<file path="src/pkg/dct_pkg.sv">
// Constants for the DRAM-side command path, parity and alert timing block
package dct_pkg;
  // Clock period at 125 MHz
  localparam int CLK_PERIOD_PS = 8000;
  // Command path disable delay after power-down entry, in clocks
  localparam logic [2:0] CPDED_CYC = 3'h4;
  // Parity latency in clocks
  localparam int PAR_LAT = 4;
  localparam logic [2:0] PAR_LAT_CYC = 3'h4;
  // Extra time allowed for the parity alert beyond the parity latency
  localparam int PAR_ALERT_ON_PS = 6000;
  localparam int PAR_ALERT_ON_CYC =
    (PAR_ALERT_ON_PS / CLK_PERIOD_PS) < 1 ? 1 : (PAR_ALERT_ON_PS / CLK_PERIOD_PS);
  // Parity alert pulse width limits and the width used
  localparam logic [7:0] PAR_PW_MIN = 8'h38;
  localparam logic [7:0] PAR_PW_MAX = 8'h80;
  localparam logic [7:0] PAR_PW_CYC = 8'h40;
  // CRC alert pulse width limits and the width used
  localparam logic [7:0] CRC_PW_MIN = 8'h06;
  localparam logic [7:0] CRC_PW_MAX = 8'h0A;
  localparam logic [7:0] CRC_PW_CYC = 8'h08;
  // CRC error to alert latency window
  localparam int CRC_ALERT_MIN_PS = 3000;
  localparam int CRC_ALERT_MAX_PS = 13000;
  localparam int CRC_ALERT_MIN_CYC = (CRC_ALERT_MIN_PS + CLK_PERIOD_PS - 1) / CLK_PERIOD_PS;
  localparam int CRC_ALERT_MAX_CYC =
    (CRC_ALERT_MAX_PS / CLK_PERIOD_PS) < 1 ? 1 : (CRC_ALERT_MAX_PS / CLK_PERIOD_PS);
  // Write leveling output delay limit
  localparam int WLO_MAX_PS = 9500;
  localparam int WLO_MAX_CYC =
    (WLO_MAX_PS / CLK_PERIOD_PS) < 1 ? 1 : (WLO_MAX_PS / CLK_PERIOD_PS);
  // Power-down states
  typedef enum logic [2:0] {
    DCT_PD_UP    = 3'h1,
    DCT_PD_ENTRY = 3'h2,
    DCT_PD_DOWN  = 3'h4
  } dct_pd_t;
endpackage

</file>
<file path="src/design/dct_core.sv">
// DRAM-side command path gating, CA parity squash, alert pulses and write leveling echo
// Contract
// - Command path keeps accepting for 4 clocks after power-down entry, then stops.
// - Write leveling returns sampled clock level within 9.5 ns of strobe edge.
// - Parity latency is 4 clocks; commands near a parity error are discarded.
// - Parity alert asserts within parity latency plus 6 ns of errant command.
// - Parity alert stays asserted between 56 and 128 clocks.
// - Write CRC error pulses alert low for 6 to 10 clocks.
// - Alert asserts 3 to 13 ns after a write CRC error is detected.
`timescale 1ns/100ps
`default_nettype none
module dct_core (
  input wire logic clock_in,
  input wire logic rst_n_in,
  input wire logic cke_in,
  input wire logic cmd_valid_in,
  input wire logic par_err_in,
  input wire logic crc_err_in,
  input wire logic wl_mode_in,
  input wire logic wl_strobe_in,
  input wire logic ck_level_in,
  output logic cmd_path_on_out,
  output logic cmd_exec_out,
  output logic alert_n_out,
  output logic wl_dq_out,
  output logic wl_dq_oe_out
);
  dct_pkg::dct_pd_t pd_reg;
  dct_pkg::dct_pd_t pd_next;
  logic [2:0] entry_cnt_reg;
  logic path_on_reg;
  logic [dct_pkg::PAR_LAT-2:0] pipe_reg;
  logic [2:0] blank_cnt_reg;
  logic exec_reg;
  logic [7:0] par_cnt_reg;
  logic [7:0] par_cnt_next;
  logic [7:0] crc_cnt_reg;
  logic [7:0] crc_cnt_next;
  logic alert_n_reg;
  logic wl_dq_reg;
  logic wl_dq_oe_reg;
  logic cmd_take;

  function automatic logic [7:0] dct_count_down(input logic [7:0] cnt);
    dct_count_down = (cnt == 8'h00) ? 8'h00 : cnt - 8'h01;
  endfunction

  // Power-down entry: path stays on while the entry delay runs out
  always_comb begin
    pd_next = pd_reg;
    unique case (pd_reg)
      dct_pkg::DCT_PD_UP: begin
        if (!cke_in) begin
          pd_next = dct_pkg::DCT_PD_ENTRY;
        end
      end
      dct_pkg::DCT_PD_ENTRY: begin
        if (cke_in) begin
          pd_next = dct_pkg::DCT_PD_UP;
        end else if (entry_cnt_reg == 3'h0) begin
          pd_next = dct_pkg::DCT_PD_DOWN;
        end
      end
      dct_pkg::DCT_PD_DOWN: begin
        if (cke_in) begin
          pd_next = dct_pkg::DCT_PD_UP;
        end
      end
      default: pd_next = dct_pkg::DCT_PD_UP;
    endcase
  end

  always_ff @(posedge clock_in or negedge rst_n_in) begin
    if (!rst_n_in) begin
      pd_reg <= dct_pkg::DCT_PD_UP;
      entry_cnt_reg <= 3'h0;
      path_on_reg <= 1'b1;
    end else begin
      pd_reg <= pd_next;
      if (pd_reg == dct_pkg::DCT_PD_UP) begin
        entry_cnt_reg <= dct_pkg::CPDED_CYC - 3'h1;
      end else if (entry_cnt_reg != 3'h0) begin
        entry_cnt_reg <= entry_cnt_reg - 3'h1;
      end
      path_on_reg <= (pd_next != dct_pkg::DCT_PD_DOWN);
    end
  end

  assign cmd_take = cmd_valid_in && path_on_reg && !par_err_in && (blank_cnt_reg == 3'h0);

  // Commands execute after the parity latency; an error empties the pipe and blanks intake
  always_ff @(posedge clock_in or negedge rst_n_in) begin
    if (!rst_n_in) begin
      pipe_reg <= '0;
      blank_cnt_reg <= 3'h0;
      exec_reg <= 1'b0;
    end else if (par_err_in) begin
      pipe_reg <= '0;
      blank_cnt_reg <= dct_pkg::PAR_LAT_CYC;
      exec_reg <= 1'b0;
    end else begin
      pipe_reg <= {pipe_reg[dct_pkg::PAR_LAT-3:0], cmd_take};
      if (blank_cnt_reg != 3'h0) begin
        blank_cnt_reg <= blank_cnt_reg - 3'h1;
      end
      exec_reg <= pipe_reg[dct_pkg::PAR_LAT-2];
    end
  end

  // Alert pulse widths; a new error restarts its own pulse
  always_comb begin
    par_cnt_next = par_err_in ? dct_pkg::PAR_PW_CYC : dct_count_down(par_cnt_reg);
    crc_cnt_next = crc_err_in ? dct_pkg::CRC_PW_CYC : dct_count_down(crc_cnt_reg);
  end

  always_ff @(posedge clock_in or negedge rst_n_in) begin
    if (!rst_n_in) begin
      par_cnt_reg <= 8'h00;
      crc_cnt_reg <= 8'h00;
      alert_n_reg <= 1'b1;
    end else begin
      par_cnt_reg <= par_cnt_next;
      crc_cnt_reg <= crc_cnt_next;
      alert_n_reg <= (par_cnt_next == 8'h00) && (crc_cnt_next == 8'h00);
    end
  end

  // Write leveling: echo the sampled clock level one cycle after the strobe edge
  always_ff @(posedge clock_in or negedge rst_n_in) begin
    if (!rst_n_in) begin
      wl_dq_reg <= 1'b0;
      wl_dq_oe_reg <= 1'b0;
    end else begin
      wl_dq_oe_reg <= wl_mode_in;
      if (wl_mode_in && wl_strobe_in) begin
        wl_dq_reg <= ck_level_in;
      end
    end
  end

  assign cmd_path_on_out = path_on_reg;
  assign cmd_exec_out = exec_reg;
  assign alert_n_out = alert_n_reg;
  assign wl_dq_out = wl_dq_reg;
  assign wl_dq_oe_out = wl_dq_oe_reg;

  // Length of the current alert-low stretch, for checking pulse widths
  logic [8:0] low_len;
  always_ff @(posedge clock_in or negedge rst_n_in) begin
    if (!rst_n_in) begin
      low_len <= 9'h000;
    end else if (!alert_n_reg) begin
      low_len <= low_len + 9'h001;
    end else begin
      low_len <= 9'h000;
    end
  end
endmodule
`default_nettype wire

</file>
<file path="config.mk">
export PLATFORM = sky130hd
export DESIGN_NAME = dct_core
export DESIGN_NICKNAME = d
export VERILOG_FILES = /design/src/pkg/dct_pkg.sv /design/src/design/dct_core.sv
export SDC_FILE = /design/constraint.sdc
export NUM_CORES = 1
export LEC_CHECK = 0
export ABC_AREA = 1
export ABC_CLOCK_PERIOD_IN_PS = 1640
export BUFFER_PORTS_ARGS = -buffer_cell sky130_fd_sc_hd__buf_2
export CAP_MARGIN = 20
export CORE_MARGIN = 8
export CORE_UTILIZATION = 40
export DETAILED_ROUTE_END_ITERATION = 7
export PLACE_DENSITY = 0.64
export SLEW_MARGIN = 30
export SYNTH_ARGS = -nofsm -noshare
export SYNTH_HDL_FRONTEND = slang
export SYNTH_SLANG_ARGS = --single-unit
</file>
<file path="constraint.sdc">
create_clock -name clock_in -period 1.64 [get_ports clock_in]
set_input_delay 0.246 -clock clock_in [delete_from_list [all_inputs] [get_ports clock_in]]
set_output_delay 0.246 -clock clock_in [all_outputs]
set_load 0.02 [all_outputs]
</file>
Word-level counts from Yosys, hierarchy flattened
Cells that the tools add are included.
Operators by class
  $add $sub $neg: 4
  multipliers: 0
  div/mod/pow operators: 0
  $lt $le $gt $ge: 0
  eq/ne operators: 4
  shift operators: 0
  muxes and demuxes: 15
  bitwise gates (word level): 0
  reduce and logical (&&, ||, !) cells: 16
Operators by type and width (number)
  8-bit logical NOT: 4
  8-bit 2-to-1 mux: 4
  3-bit 2-to-1 mux: 9
  8-bit by 1-bit subtractor with 8-bit output (second input constant): 2
  3-bit case mux with 3 select lines: 1
  3-bit logical NOT: 2
  3-bit nonzero test: 2
  3-bit by 1-bit subtractor with 3-bit output (second input constant): 2
  1-bit logical AND: 5
  2-bit nonzero test: 2
  3-bit by 1-bit == test with 1-bit output (second input constant): 1
  3-bit by 2-bit == test with 1-bit output (second input constant): 1
  3-bit == test (second input constant): 1
  3-bit inequality test (second input constant): 1
  1-bit logical NOT: 1
  1-bit 2-to-1 mux: 1
Storage, ports and cells
  register bits after elaboration: 33
  bits in latches: 0
  memory bits (writable): 0
  ROM bits: 0
  bits of input ports: 9
  output and inout port bits: 5
  logic and storage cells: 50
  memories kept: 0

Logic depth before layout (Yosys ltp)
  depth after elaboration: 5
  gate-level depth with buffers: 11
  mapped depth without buffers: 11

Worst setup path before layout
Ideal clock, no wire load.
  path type: reg2reg
  from: register par_cnt_reg[0]
  to: register alert_n_reg, in the netlist alert_n_out
  setup time: 0.067 ns
  arrival: 1.261 ns
  data required time: 1.573 ns
  setup slack: 0.312 ns
  stages on the path, launching flop included: 11
  buffers on the path: 0
  period minus slack after synthesis: 1.328 ns
  cells stage by stage: dfrtp_1 -> inv_1 -> ha_1 -> nand3_1 -> nor2_2 -> nor2_1 -> nand2_1 -> nand2_1 -> nor2_1 -> nand3_1 -> nor2_1
On the way
  cells in the longest elaborated chain, start to end: 5
  elaborated cells on any way between the ends: 6
  those cells by class: 1 x add/sub; 2 x mux; 3 x reduce/logical
RTL lines
  start, declared: RTL line dct_core.sv:35  | logic [7:0] par_cnt_reg;
  start signal, assigned: RTL line dct_core.sv:122  | par_cnt_reg <= par_cnt_next;
  8-bit by 1-bit subtractor with 8-bit output or 8-bit logical NOT (tied branches): RTL line dct_core.sv:45  | dct_count_down = (cnt == 8'h00) ? 8'h00 : cnt - 8'h01;
  8-bit 2-to-1 mux *: RTL line dct_core.sv:45
  8-bit 2-to-1 mux *: RTL line dct_core.sv:112  | par_cnt_next = par_err_in ? dct_pkg::PAR_PW_CYC : dct_count_down(par_cnt_reg);
  8-bit logical NOT *: RTL line dct_core.sv:124  | alert_n_reg <= (par_cnt_next == 8'h00) && (crc_cnt_next == 8'h00);
  1-bit logical AND *: RTL line dct_core.sv:124
  end signal, assigned: RTL line dct_core.sv:124
  end, declared: RTL line dct_core.sv:39  | logic alert_n_reg;
Mark *: on every way between the ends. The rest lies on a longest branch, timed or not.
A chain may end at the register's enable or synchronous reset.

Worst setup path in the final report
Ends and elaborated chain as after synthesis.

==> metrics.md <==
| Metric | Value |
|---|---|
| Starting DRT DRC Count | `33` |
| Post-synth top flop | `dfrtp_1` |
| WS Path Type | `reg2reg` |
| Startpoint Class | `register` |
| DP Wirelength | `approximately 2.3 mm` |
| Peak supply drop | `between 0.8 and 0.9 mV` |
| Yosys cell types | `26` |
| GPL Wtd Cong | `~0.83` |
| DRC viols | `0` |
| Antenna violations before repair | `0` |
| Critical path required time | `about 1.9 ns` |
| Critical Path Sink Type | `register` |
| Number of buffers created by CTS | `5` |
| Setup_tns | `0 ns` |
| Yosys top cell by area | `dfrtp_1` |
| Vias/cell | `~4.7` |
| Post-route ant nets | `0` |
| Largest net degree at the start of global routing | `34` |
| Clock tree sinks | `33` |
| Compound-cell area share of the yosys netlist | `about 8%` |
| Post-synth EDFFs | `0` |
| RSZ-0062 raised after global routing | `no` |
| Clk buf depth | `2` |
| Std cell rows | `23` |
| CTS tree | `built` |
| Final wirelength | `a little over 3 mm` |
| First-pass iteration count of the detailed router | `4` |
| Crit share post-route | `between 80% and 90%` |
| Pwr Total | `3.24 mW` |
| Final Hold Viols | `0` |
| Diodes inserted | `0` |
| Largest family of logic cells by synthesized area | `simple AND/OR/NAND/NOR gates` |
| Status | `completed` |
| Ports | `14` |
| Area grow syn2layout | `13.8%` |
| Seq/Total Area, Yosys | `about 49%` |
| Min-delay worst type | `in2reg` |
| Mapped Area | `0.00171 mm^2` |
| DIE WIDTH | `~80 um` |
| Simple-gate share of the synthesized area | `between 20% and 30%` |
| Leakage | `a little over 1 nW` |
| First-pass GRT wire length | `5.41 mm` |
| Slew Viols, Final | `0` |
| Hold_ws | `0.0983 ns` |
| Fraction of registers with async set/reset | `100%` |
| Die ar. | `around 0.0066 mm^2` |
| Mapped Nets | `227` |
| Post-synthesis adder-cell area fraction | `a little under 6%` |
| Tot GR Track Use | `between 10% and 20%` |
| Clock Pin Slew Worst Setup and Hold Paths | `approximately 0.06 ns` |
| Synth top area cells | `dfrtp_1 44%, nand2_1 9.0%, inv_1 8.4%` |
| Crit path DAT | `about 1.7 ns` |
| Max Cap Viol | `0` |
| Crit path max fanout | `5` |
| Most common cell in the netlist | `nand2_1` |
| Power Dens Cells | `1660 mW/mm^2` |
| Clk_lat worst skew | `around 0.28 ns` |
| H-Tree Level Count | `2` |
| Synth Area in XOR/XNOR | `1.03%` |
| Yosys top cell area share | `between 40% and 50%` |
| Final min period | `between 1 and 1.5 ns` |
| Root buffer selected by CTS | `clkbuf_8` |
| Final #Nets | `around 250` |
| DR WL/cell | `about 11 um` |
| YS warnings | `0` |
| # setup viols final | `0` |
| Grt total ovfl | `0` |
| Core area | `just over 0.004 mm^2` |
| Worst clock skew | `0.00487 ns` |
| Multiplexer area fraction after synthesis | `0%` |
| Fraction of layout cells with a size suffix above 1 | `approximately 17%` |
| Commonest cells in the netlist | `41 x nand2_1, 38 x inv_1, 35 x nor2_1` |
| Max_slew headroom | `a little under three quarters` |
| Seq cells post-synth | `33` |
| Syn_area_per_cell | `a little over 8 um^2` |
| Worst-Margin Slew | `approximately 0.42 ns` |
| Vias post-DR | `about 1.3k` |
| Vias in the first global route | `1235` |
| Fmax | `678 MHz` |
| Die height | `81.3 um` |
| Post-Syn Instances | `210` |
| Initial Util | `42.1%` |
| Port bufs | `13` |
==> stage by stage <==
stage | setup slack (ns) | utilization, % | std cells | cell area, um^2
finish | 0.164 | 47.9 | 283 | 1940
global route | 0.00460 | 47.9 | 283 | 1940
CTS | 0.111 | 47.8 | 283 | 1940
detailed placement | 0.136 | 45.4 | 274 | 1840
global placement | 0.111 | 45.4 | 274 | 1840
floorplan | 0.312 | - | 210 | 1710
==> power by group <==
part           internal [mW]  switching [mW]  leakage (nW)
Sequential              1.08           0.213         0.411
Clock                  0.292           0.291        0.0439
Combinational          0.502           0.862         0.564
Total                   1.87            1.37          1.02
==> routing by layer <==
metal | wire (um) | vias to the layer above | global-route usage [%] | share of wire (%)
li1 | - | 703 | - | -
met1 | 1550 | 609 | 14.0 | 51
met2 | 1340 | 15 | 15.1 | 44
met3 | 110 | 7 | 3.31 | 3.6
met4 | 61 | 0 | 5.89 | 2.0
met5 | 0 | - | 0 | 0
==> final cells by class <==
class | count | area, um^2
inverter | 38 | 143
multi-input combinational | 138 | 733
fill | 402 | 2110
clock inverter | 3 | 17.5
tap | 50 | 62.6
clock buffer | 5 | 68.8
timing repair buffer | 16 | 90.1
sequential | 33 | 830
==> path summary, 6_finish.rpt <==
| kind | from | end | slack (ns) | cells after the start |
|---|---|---|---|---|
| min reg2reg | pipe_reg[2] | cmd_exec_out | 0.46 | 2 |
| max in group asynchronous | rst_n_in | cmd_path_on_out | 0.79 | 3 |
| max reg2reg | par_cnt_reg[0] | alert_n_out | 0.16 | 10 |
| min in group asynchronous | rst_n_in | pipe_reg[0] | 0.51 | 3 |
| max | par_cnt_reg[0] | alert_n_out | 0.16 | 10 |
| min | wl_mode_in | wl_dq_oe_out | 0.1 | 1 |
==> worst max-delay path: stages (launching register included) <==
cell,delay (ns)
dfrtp_1,0.40
inv_2,0.09
ha_1,0.17
nand3_1,0.09
nor2_2,0.18
nor2_1,0.08
nand2_1,0.09
nand2_1,0.05
nor2_1,0.08
nand3_1,0.08
nor2_1,0.09
==> kinds of logic (layout without fill, tap and decap cells) <==
group / count (synthesis) / after routing
flip-flops: 33 / 33
AND/OR/NAND/NOR: 107 / 107
adder cells (fa/ha/maj): 8 / 8
AO/OA/AOI/OAI: 21 / 21
XOR/XNOR: 2 / 2
buffers and inverters: 39 / 62
==> repair_timing <==
action	CTS	global route
hold buffers	1	0
endpoints found under the hold margin	30	0
resized for setup	0	3
endpoints found under the setup margin	0	1
setup buffers	0	0
==> cell usage in the layout, fill, tap and decap left out, drive strengths merged, types with 2 or more instances in the layout <==
cell	netlist	layout
o21bai	2	2
dfrtp	30	30
nand3	15	15
nand4	5	5
o211ai	2	2
ha	8	8
clkinv	0	2
clkbuf	0	5
nor3	3	3
inv	38	38
buf	1	15
nand2	42	42
dfstp	3	3
nor2	42	42
o21ai	6	6
a21oi	7	7
(Power assumes the default switching activity.)
